`src/dtf_map.svh`:
```
// Constants of the debug trace FIFO: offsets, fields, resets, counts.
// Assumes a byte-wide register port with a 4-bit word address.
//
// Summary of operation
// - Address modes store 16-bit change-of-flow words, read high then low.
// - Every read of the low port byte shifts the FIFO so the next entry shows.
// - Event-only mode stores bytes, high byte unused, each low read shifts.
// - A change-of-flow at the start trigger or two cycles after is not stored.
// - In end-trace, a change-of-flow trigger is stored as the last entry if the FIFO has room for it.
// - While disarmed, each low read pushes the last fetched opcode address.
// - Only instructions that break sequential flow are recorded.
// - A taken conditional branch stores the address of the branch opcode.
// - Branch-always and branch-never store nothing.
// - Indirect jump and call store the run-time destination address.
// - Interrupt entry and both returns store the destination address.
// - A tag marks an opcode at fetch and fires only if that opcode executes.
`ifndef DTF_MAP_SVH
`define DTF_MAP_SVH
`define DTF_ADDR_HIGH 4'h0
`define DTF_ADDR_LOW 4'h1
`define DTF_ADDR_CTRL 4'h2
`define DTF_ADDR_STATUS 4'h3
`define DTF_CTRL_ARM 0
`define DTF_CTRL_EVENT 1
`define DTF_CTRL_END 2
`define DTF_CTRL_RESET 3'h0
`define DTF_STAT_RUN 4
`define DTF_STAT_DONE 5
`define DTF_STAT_FULL 6
`define DTF_DEPTH 8
`define DTF_SKIP_CYCLES 2'h2
`endif

```
`src/dtf_pkg.sv`:
```
// Types of the debug trace FIFO.
// Assumes the CPU reports each executed opcode with a class code.
package dtf_pkg;
   typedef enum {
      DTF_IDLE, DTF_WAIT, DTF_SKIP, DTF_RUN, DTF_DONE
   } dtf_state_t;
   typedef enum logic [3:0] {
      DTF_OP_SEQ = 4'h0,
      DTF_OP_COND = 4'h1,
      DTF_OP_BRANCH_ALWAYS = 4'h2,
      DTF_OP_BRANCH_NEVER = 4'h3,
      DTF_OP_JUMP_IND = 4'h4,
      DTF_OP_CALL_IND = 4'h5,
      DTF_OP_INTERRUPT = 4'h6,
      DTF_OP_INT_RETURN = 4'h7,
      DTF_OP_SUB_RETURN = 4'h8
   } dtf_op_t;
endpackage

```
`src/dtf_fifo_if.sv`:
```
// Link between the trace control logic and its entry store.
// Assumes one clock domain shared by both ends.
`timescale 1ns/1ps
interface dtf_fifo_if;
   logic push;
   logic [15:0] push_data;
   logic pop;
   logic [15:0] head;
   logic [3:0] count;
   logic full;
   modport ctl (output push, output push_data, output pop,
      input head, input count, input full);
   modport mem (input push, input push_data, input pop,
      output head, output count, output full);
endinterface

```
`src/dtf_fifo.sv`:
```
// Shift-style trace entry store; entry 0 is the port head.
// Assumes push is ignored when full unless a pop comes with it.
`timescale 1ns/1ps
`include "dtf_map.svh"
module dtf_fifo #(
   parameter int DEPTH = `DTF_DEPTH
) (
   input wire logic clock, // Bus clock
   input wire logic reset, // Asynchronous reset, high
   dtf_fifo_if.mem port // Control side
);
   if (DEPTH < 2 || DEPTH > 15) begin : g_depth_check
      $error("dtf_fifo: DEPTH must be 2 to 15");
   end

   logic [15:0] entry_reg [DEPTH];
   logic [3:0] count_reg;
   logic do_pop;
   logic do_push;
   logic [3:0] wr_slot;

   assign do_pop = port.pop && (count_reg != 4'h0);
   assign do_push = port.push && (count_reg != 4'(DEPTH) || do_pop);
   assign wr_slot = do_pop ? count_reg - 4'h1 : count_reg;

   ////////////////////////////////////////////////////////////////////
   // Entries shift toward the head on a pop
   for (genvar i = 0; i < DEPTH; i++) begin : g_entry
      always_ff @(posedge clock or posedge reset) begin
         if (reset) begin
            entry_reg[i] <= 16'h0000;
         end else if (do_push && wr_slot == 4'(i)) begin
            entry_reg[i] <= port.push_data;
         end else if (do_pop) begin
            entry_reg[i] <= (i == DEPTH - 1) ? 16'h0000
               : entry_reg[(i + 1) % DEPTH];
         end
      end
   end

   always_ff @(posedge clock or posedge reset) begin
      if (reset) begin
         count_reg <= 4'h0;
      end else if (do_push && !do_pop) begin
         count_reg <= count_reg + 4'h1;
      end else if (do_pop && !do_push) begin
         count_reg <= count_reg - 4'h1;
      end
   end

   assign port.head = entry_reg[0];
   assign port.count = count_reg;
   assign port.full = (count_reg == 4'(DEPTH));
endmodule

```
`src/dtf_trace.sv`:
```
// Debug trace capture: change-of-flow or event data into a FIFO.
// Assumes CPU execute/fetch reports and trigger hits on the bus clock.
//
// Decided for this implementation: the address map and strobed register access.
`timescale 1ns/1ps
`include "dtf_map.svh"
module dtf_trace #(
   parameter int DEPTH = `DTF_DEPTH
) (
   input wire logic clock, // Bus clock, 40 MHz
   input wire logic reset, // Asynchronous reset, high
   input wire logic [3:0] reg_addr, // Register word address
   input wire logic [7:0] reg_wdata, // Write data
   input wire logic reg_write, // Write strobe
   input wire logic reg_read, // Read strobe
   output logic [7:0] reg_rdata, // Read data, cycle after read
   input wire logic fetch_valid, // Opcode fetched into queue
   input wire logic [15:0] fetch_addr, // Address of fetched opcode
   input wire logic fetch_tag, // Comparator match at fetch
   input wire logic queue_flush, // Queue thrown away
   input wire logic exec_valid, // Opcode executed this cycle
   input wire logic [15:0] exec_addr, // Address of executed opcode
   input wire dtf_pkg::dtf_op_t exec_class, // Kind of executed opcode
   input wire logic exec_taken, // Conditional branch taken
   input wire logic [15:0] exec_dest, // Run-time destination
   input wire logic event_valid, // Event-only data strobe
   input wire logic [7:0] event_data, // Event data byte
   input wire logic trigger_hit, // Trigger event pulse
   output logic tag_fire, // Tagged opcode executed
   output logic [3:0] fifo_valid_count // Valid entries
);
   if (DEPTH != `DTF_DEPTH) begin : g_depth_check
      $error("dtf_trace: FIFO must be eight deep");
   end

   dtf_fifo_if fifo ();

   dtf_fifo #(
      .DEPTH(DEPTH)
   ) u_fifo (
      .clock(clock),
      .reset(reset),
      .port(fifo.mem)
   );

   dtf_pkg::dtf_state_t state_reg;
   dtf_pkg::dtf_state_t state_next;
   logic [2:0] ctrl_reg;
   logic [1:0] skip_reg;
   logic [15:0] last_fetch_reg;
   logic [7:0] rdata_reg;
   logic push_reg;
   logic [15:0] push_data_reg;
   logic tag_pending_reg;
   logic [15:0] tag_addr_reg;
   logic tag_fire_reg;
   logic armed;
   logic event_mode;
   logic end_mode;
   logic read_low;
   logic read_high;
   logic cof_hit;
   logic [15:0] cof_addr;
   logic capture;

   assign armed = ctrl_reg[`DTF_CTRL_ARM];
   assign event_mode = ctrl_reg[`DTF_CTRL_EVENT];
   assign end_mode = ctrl_reg[`DTF_CTRL_END];
   assign read_low = reg_read && reg_addr == `DTF_ADDR_LOW;
   assign read_high = reg_read && reg_addr == `DTF_ADDR_HIGH;

   ////////////////////////////////////////////////////////////////////
   // Register port
   always_ff @(posedge clock or posedge reset) begin
      if (reset) begin
         ctrl_reg <= `DTF_CTRL_RESET;
      end else if (reg_write && reg_addr == `DTF_ADDR_CTRL) begin
         ctrl_reg <= reg_wdata[2:0];
      end
   end

   always_ff @(posedge clock or posedge reset) begin
      if (reset) begin
         rdata_reg <= 8'h00;
      end else if (read_high) begin
         rdata_reg <= event_mode ? 8'h00 : fifo.head[15:8];
      end else if (read_low) begin
         rdata_reg <= fifo.head[7:0];
      end else if (reg_read && reg_addr == `DTF_ADDR_CTRL) begin
         rdata_reg <= {5'h00, ctrl_reg};
      end else if (reg_read && reg_addr == `DTF_ADDR_STATUS) begin
         rdata_reg <= {1'b0, fifo.full, state_reg == dtf_pkg::DTF_DONE,
            state_reg == dtf_pkg::DTF_RUN, fifo.count};
      end else begin
         rdata_reg <= 8'h00;
      end
   end

   assign reg_rdata = rdata_reg;
   assign fifo_valid_count = fifo.count;
   assign fifo.pop = read_low;

   ////////////////////////////////////////////////////////////////////
   // Change-of-flow selection
   always_comb begin
      cof_hit = 1'b0;
      cof_addr = exec_dest;
      if (exec_valid) begin
         case (exec_class)
            dtf_pkg::DTF_OP_COND: begin
               cof_hit = exec_taken;
               cof_addr = exec_addr;
            end
            dtf_pkg::DTF_OP_JUMP_IND,
            dtf_pkg::DTF_OP_CALL_IND: begin
               cof_hit = 1'b1;
            end
            dtf_pkg::DTF_OP_INTERRUPT,
            dtf_pkg::DTF_OP_INT_RETURN,
            dtf_pkg::DTF_OP_SUB_RETURN: begin
               cof_hit = 1'b1;
            end
            default: begin
               cof_hit = 1'b0;
            end
         endcase
      end
   end

   ////////////////////////////////////////////////////////////////////
   // Capture sequence
   always_comb begin
      state_next = state_reg;
      case (state_reg)
         dtf_pkg::DTF_IDLE: begin
            if (armed) begin
               state_next = end_mode ? dtf_pkg::DTF_RUN : dtf_pkg::DTF_WAIT;
            end
         end
         dtf_pkg::DTF_WAIT: begin
            if (trigger_hit) begin
               state_next = dtf_pkg::DTF_SKIP;
            end
         end
         dtf_pkg::DTF_SKIP: begin
            if (skip_reg == 2'h1) begin
               state_next = dtf_pkg::DTF_RUN;
            end
         end
         dtf_pkg::DTF_RUN: begin
            if (end_mode && trigger_hit) begin
               state_next = dtf_pkg::DTF_DONE;
            end else if (!end_mode && fifo.full) begin
               state_next = dtf_pkg::DTF_DONE;
            end
         end
         dtf_pkg::DTF_DONE: begin
            state_next = dtf_pkg::DTF_DONE;
         end
         default: begin
            state_next = dtf_pkg::DTF_IDLE;
         end
      endcase
      if (!armed) begin
         state_next = dtf_pkg::DTF_IDLE;
      end
   end

   always_ff @(posedge clock or posedge reset) begin
      if (reset) begin
         state_reg <= dtf_pkg::DTF_IDLE;
      end else begin
         state_reg <= state_next;
      end
   end

   // Pipeline delay: trigger cycle plus two more go unrecorded
   always_ff @(posedge clock or posedge reset) begin
      if (reset) begin
         skip_reg <= 2'h0;
      end else if (state_reg == dtf_pkg::DTF_WAIT && trigger_hit) begin
         skip_reg <= `DTF_SKIP_CYCLES;
      end else if (skip_reg != 2'h0) begin
         skip_reg <= skip_reg - 2'h1;
      end
   end

   assign capture = armed && state_reg == dtf_pkg::DTF_RUN;

   ////////////////////////////////////////////////////////////////////
   // FIFO input stage
   always_ff @(posedge clock or posedge reset) begin
      if (reset) begin
         last_fetch_reg <= 16'h0000;
      end else if (fetch_valid) begin
         last_fetch_reg <= fetch_addr;
      end
   end

   always_ff @(posedge clock or posedge reset) begin
      if (reset) begin
         push_reg <= 1'b0;
         push_data_reg <= 16'h0000;
      end else if (!armed) begin
         push_reg <= read_low;
         push_data_reg <= last_fetch_reg;
      end else if (capture && event_mode) begin
         push_reg <= event_valid;
         push_data_reg <= {8'h00, event_data};
      end else if (capture) begin
         push_reg <= cof_hit;
         push_data_reg <= cof_addr;
      end else begin
         push_reg <= 1'b0;
         push_data_reg <= push_data_reg;
      end
   end

   assign fifo.push = push_reg;
   assign fifo.push_data = push_data_reg;

   ////////////////////////////////////////////////////////////////////
   // Tagging: mark at fetch, act only on execution
   always_ff @(posedge clock or posedge reset) begin
      if (reset) begin
         tag_pending_reg <= 1'b0;
         tag_addr_reg <= 16'h0000;
      end else if (queue_flush) begin
         tag_pending_reg <= 1'b0;
      end else if (fetch_valid && fetch_tag) begin
         tag_pending_reg <= 1'b1;
         tag_addr_reg <= fetch_addr;
      end else if (tag_fire_reg) begin
         tag_pending_reg <= 1'b0;
      end
   end

   always_ff @(posedge clock or posedge reset) begin
      if (reset) begin
         tag_fire_reg <= 1'b0;
      end else begin
         tag_fire_reg <= tag_pending_reg && !queue_flush && exec_valid
            && exec_addr == tag_addr_reg && !tag_fire_reg;
      end
   end

   assign tag_fire = tag_fire_reg;

   ////////////////////////////////////////////////////////////////////
   // Checks
   low_read_pop_a: assert property (
      @(posedge clock) disable iff (reset)
      read_low && armed && fifo.count != 4'h0 && !fifo.push
      |=> fifo.count == $past(fifo.count) - 4'h1)
      else $error("low read did not shift");

   high_byte_a: assert property (
      @(posedge clock) disable iff (reset)
      read_high && !event_mode |=> reg_rdata == $past(fifo.head[15:8]))
      else $error("high byte wrong");

   event_high_zero_a: assert property (
      @(posedge clock) disable iff (reset)
      read_high && event_mode |=> reg_rdata == 8'h00)
      else $error("event mode high byte not zero");

   skip_window_a: assert property (
      @(posedge clock) disable iff (reset)
      state_reg == dtf_pkg::DTF_WAIT && trigger_hit && armed
      |=> !fifo.push [*3])
      else $error("push inside skip window");

   uncond_branch_a: assert property (
      @(posedge clock) disable iff (reset)
      capture && !event_mode && exec_valid
      && (exec_class == dtf_pkg::DTF_OP_BRANCH_ALWAYS
      || exec_class == dtf_pkg::DTF_OP_BRANCH_NEVER) |=> !fifo.push)
      else $error("unconditional branch stored");

   sequential_none_a: assert property (
      @(posedge clock) disable iff (reset)
      capture && !event_mode && (!exec_valid
      || exec_class == dtf_pkg::DTF_OP_SEQ) |=> !fifo.push)
      else $error("sequential address stored");

   cond_source_a: assert property (
      @(posedge clock) disable iff (reset)
      capture && !event_mode && exec_valid && exec_taken
      && exec_class == dtf_pkg::DTF_OP_COND
      |=> fifo.push && fifo.push_data == $past(exec_addr))
      else $error("branch source not stored");

   indirect_dest_a: assert property (
      @(posedge clock) disable iff (reset)
      capture && !event_mode && exec_valid
      && (exec_class == dtf_pkg::DTF_OP_JUMP_IND
      || exec_class == dtf_pkg::DTF_OP_CALL_IND)
      |=> fifo.push && fifo.push_data == $past(exec_dest))
      else $error("indirect destination not stored");

   return_dest_a: assert property (
      @(posedge clock) disable iff (reset)
      capture && !event_mode && exec_valid
      && (exec_class == dtf_pkg::DTF_OP_INTERRUPT
      || exec_class == dtf_pkg::DTF_OP_INT_RETURN
      || exec_class == dtf_pkg::DTF_OP_SUB_RETURN)
      |=> fifo.push && fifo.push_data == $past(exec_dest))
      else $error("return destination not stored");

   end_trace_last_a: assert property (
      @(posedge clock) disable iff (reset)
      capture && end_mode && !event_mode && trigger_hit && cof_hit
      |=> fifo.push && state_reg == dtf_pkg::DTF_DONE ##1 !fifo.push)
      else $error("end trigger entry wrong");

   done_no_push_a: assert property (
      @(posedge clock) disable iff (reset)
      armed && state_reg == dtf_pkg::DTF_DONE |=> !fifo.push)
      else $error("entry stored after the run ended");

   profile_push_a: assert property (
      @(posedge clock) disable iff (reset)
      !armed && read_low ##1 !armed
      |-> fifo.push && fifo.push_data == $past(last_fetch_reg))
      else $error("profile push missing");

   event_byte_a: assert property (
      @(posedge clock) disable iff (reset)
      capture && event_mode && event_valid
      |=> fifo.push && fifo.push_data == {8'h00, $past(event_data)})
      else $error("event byte wrong");

   tag_flush_a: assert property (
      @(posedge clock) disable iff (reset)
      queue_flush |=> !tag_pending_reg ##1 !tag_fire)
      else $error("flushed tag fired");

   tag_exec_a: assert property (
      @(posedge clock) disable iff (reset)
      fetch_valid && fetch_tag && !queue_flush
      ##1 exec_valid && !queue_flush && !tag_fire
      && exec_addr == $past(fetch_addr) |=> tag_fire)
      else $error("executed tag did not fire");

   full_drop_a: assert property (
      @(posedge clock) disable iff (reset)
      fifo.full && fifo.push && !fifo.pop
      |=> fifo.count == 4'(DEPTH) && $stable(fifo.head))
      else $error("push into full store not dropped");

   fifo_depth_a: assert property (
      @(posedge clock) disable iff (reset)
      fifo_valid_count <= 4'(DEPTH))
      else $error("count above depth");
endmodule

```
`config.mk`:
```
export PLATFORM = sky130hd
export DESIGN_NAME = dtf_trace
export DESIGN_NICKNAME = d
export VERILOG_FILES = /design/src/dtf_pkg.sv /design/src/dtf_fifo_if.sv /design/src/dtf_fifo.sv /design/src/dtf_trace.sv
export VERILOG_INCLUDE_DIRS = /design/src
export SDC_FILE = /design/constraint.sdc
export NUM_CORES = 1
export LEC_CHECK = 0
export BUFFER_PORTS_ARGS = -buffer_cell sky130_fd_sc_hd__buf_2
export CAP_MARGIN = 25
export CORE_ASPECT_RATIO = 1.4
export CORE_MARGIN = 1.5
export CORE_UTILIZATION = 60
export DETAILED_ROUTE_END_ITERATION = 6
export HOLD_SLACK_MARGIN = 0.06
export PLACE_DENSITY = 0.9
export SETUP_SLACK_MARGIN = 0.3
export SLEW_MARGIN = 5
export SYNTH_ARGS = -nofsm -noshare
export SYNTH_HDL_FRONTEND = slang
export SYNTH_HIERARCHICAL = 1
export SYNTH_SLANG_ARGS = --single-unit
```
`constraint.sdc`:
```
create_clock -name clock -period 4.55 [get_ports clock]
set_input_delay 0.455 -clock clock [delete_from_list [all_inputs] [get_ports clock]]
set_output_delay 0.455 -clock clock [all_outputs]
set_load 0.02 [all_outputs]
```
==> results.toml <==
[power_and_ir_drop]
seqPwrFrac = 0.494
power_mw = 4.68
p_per_area_nw_per_um2 = 415
p_leak_nw = 5.63
ir_worst_vdd_mv = 0.262
swShare = 0.324
clockPowerShare = 0.310
combPwrFrac = 0.196
p_int_mw = 3.17
switchingPower_mw = 1.52

[clocking]
cts_tree = "done"
clk_latency_ns = 0.43
h-tree-depth = 4
cts.sinks = 199
post_cts_buffers = 0
ctsHoldBuffers = 0
cts-root-buf = "clkbuf_16"
numCtsBuffers = 17
path_clk_slew_ns = 0.08
cts_max_path_buffers = 2
ctsResizeCount = 0

[critical_path]
worstPathRequired_ns = 4.86
cp-start-kind = "flop"
worst_setup_path_end_kind = "flop"
cp_data_arrival_time_ns = 3.68
crit_fanout = 16
cpPeakStageDelay_ns = 0.82
critPathKind = "flop to flop"
cp_cell_sequence = "inv_1 -> ha_1 -> nor3b_2 -> nor4_1 -> o211a_1 -> mux2_2"
cp.buffers_inverters = 1
cp_slowest_cell = "o211a_1"
critPathTopFamily = "compound AO/OA/AOI/OAI gates"

[die]
num_rows = 56
core_area_um2 = 16700
initial_core_util = 0.614
chipWidth_um = 114
fp.dieH_um = 158
io_pins = 96
die-area_um2 = 17900

[route]
ant_nets = 0
vias = 6476
drt-wirelength-per-cell_um = 21.5
routed_wirelength_um = 22700
drc = 0
via_per_inst = 6.12
drtIter0Drc = 409
firstDrtPassIters = 5

[logic_synthesis]
ys_ff_latch = 199
synth-adder-area-share = 0.00609
yosys.area_share.xor_xnor = 0.0179
synth_top_flop_cell = "dfrtp_1"
synth_mux_area_frac = 0.320
yosysUniqueCellTypes = 61
synth_top_family_by_area = "multiplexers"
synth_compound_area_frac = 0.0605
yosys.area_share.simple = 0.0629
synth-seq-area-share = 0.484
synth_edf_count = 0
avgSynthCellArea_um2 = 13.1
syn_nets = 872
synthesis.area_um2 = 10300
synth-async-reset-ratio = 1.00
netlist_instances = 784
yosysWarnings = 6

[finish]
largest_reg_flops = 112
drive_gt1_frac = 0.476
areaGrowthSynthToFinish_pct = 9.76
fin_area_um2 = 11300
num_antenna_cells = 0
fin_nets = 930
final_cell_mix = "mux2_2, dfrtp_1, buf_2, mux2i_1, nor2_1"
final_common_cell = "mux2_2"

[grt]
grt_remaining_overflow = 0
grt_usage = 0.263
grt_max_degree = 70
antenna_found_initial = 0
grt_pass1_wl_um = 35900
grt_pass1_vias = 6852

[timing]
fin_crit_ns = 3.37
finalSetupViolations = 0
tightestPinTransition_ns = 1.04
finClkSkew_ns = 0.0129
setup_tns_ns = 0
hold_viol = 0
slew_headroom = 0.306
fin_crit_sh = 0.740
max_freq_mhz = 297
rsz0062_at_grt = "no"
maxSlewViolCount = 0

[flow_run]
cap_viol_max_count = 0

[worst_hold_path]
hp-class = "input pin to asynchronous set/reset pin"

[placed_design]
hpwl_um = 14900
place.port_buffers = 90
place_area_um2 = 10700
finalWeightedCongestion = 0.850

[status]
status = "completed"
[synthesized netlist by cell type, types with 5 or more instances]
cell | instances | area [um^2]
a211oi_1 | 8 | 60.1
a21oi_1 | 9 | 45.0
and2_0 | 10 | 62.6
and2_1 | 6 | 37.5
and3_1 | 10 | 62.6
buf_2 | 21 | 105
buf_4 | 21 | 158
buf_6 | 10 | 113
clkbuf_1 | 8 | 30.0
dfrtp_1 | 199 | 4980
ha_1 | 5 | 62.6
inv_1 | 20 | 75.1
mux2_1 | 18 | 203
mux2_2 | 239 | 2690
mux2_4 | 11 | 165
mux2i_1 | 23 | 230
nand2_1 | 16 | 60.1
nand3_1 | 11 | 55.1
nor2_1 | 20 | 75.1
o21ai_0 | 13 | 65.1
o221ai_1 | 8 | 70.1
o22ai_1 | 8 | 50.1
xnor2_1 | 15 | 131
xor2_1 | 6 | 52.6
[worst reg2reg max path, delay by kind of cell, from the launching register on]
family	cells	cell delay, ns
AO/OA/AOI/OAI	1	0.82
adder cells (fa/ha/maj)	1	0.33
buffers and inverters	1	0.22
flip-flops	1	0.65
multiplexers	1	0.43
AND/OR/NAND/NOR	2	0.79
[cells by family after synthesis]
family	after synthesis
flops	199
mux	291
simple gates	109
compound gates	75
xor+xnor	21
buf+inv	84
fa+ha+maj	5
[layout make-up]
cell class	count	area, um^2
Fill cell	1089	5460
Multi-Input combinational cell	501	4800
Tap cell	203	254
Sequential cell	199	4980
Timing Repair Buffer	101	593
Clock inverter	14	136
Inverter	22	86.3
Clock buffer	18	429
[metal layers]
layer  GRT usage  vias to the layer above  routed length, um
li1            -                     2951                  -
met1       0.311                     3232               8950
met2       0.459                      227              11800
met3      0.0436                       66                997
met4       0.139                        0                971
met5           0                        -                  0
[per-stage QoR]
| step | setup WS, ns | utilization | instances | hold WS, ns |
|---|---|---|---|---|
| 3_5_place_dp | 1.11 | 0.638 | 1025 | 0.459 |
| 5_1_grt | 0.982 | 0.674 | 1058 | 0.159 |
| 4_1_cts | 1.21 | 0.672 | 1057 | 0.116 |
| 6_report | 1.18 | 0.674 | 1058 | 0.106 |
| 3_3_place_gp | 1.14 | 0.636 | 1023 | 0.463 |
| 2_1_floorplan | 0.569 | - | 784 | 0.441 |
[worst paths after layout]
kind                                                  start                                to  slack, ns  cells past startpoint
max                        u_fifo/port.count[0]$_DFFE_PP0P_   u_fifo/entry_reg[6]$_DFFE_PP0P_       1.18                      6
min                                                   reset  u_fifo/port.count[0]$_DFFE_PP0P_       0.11                      2
max reg2reg                u_fifo/port.count[0]$_DFFE_PP0P_   u_fifo/entry_reg[6]$_DFFE_PP0P_       1.18                      6
min reg2reg                u_fifo/port.head[14]$_DFFE_PP0P_            reg_rdata[6]$_DFF_PP0_       0.48                      1
max in group asynchronous                             reset    fifo.push_data[10]$_DFFE_PP0P_       3.40                      3
min in group clock                           fetch_addr[14]    last_fetch_reg[14]$_DFFE_PP0P_       0.25                      3
[power by group through the flow]
| stage | clock network (mW) | logic, mW | registers (mW) |
|---|---|---|---|
| after floorplan | 0 | 0.763 | 2.20 |
| after global placement | 0 | 0.820 | 2.32 |
| after detailed placement | 0 | 0.865 | 2.35 |
| after CTS | 1.47 | 0.885 | 2.33 |
| after global routing | 1.54 | 0.991 | 2.35 |
| final | 1.45 | 0.917 | 2.32 |
(Power assumes the default switching activity.)
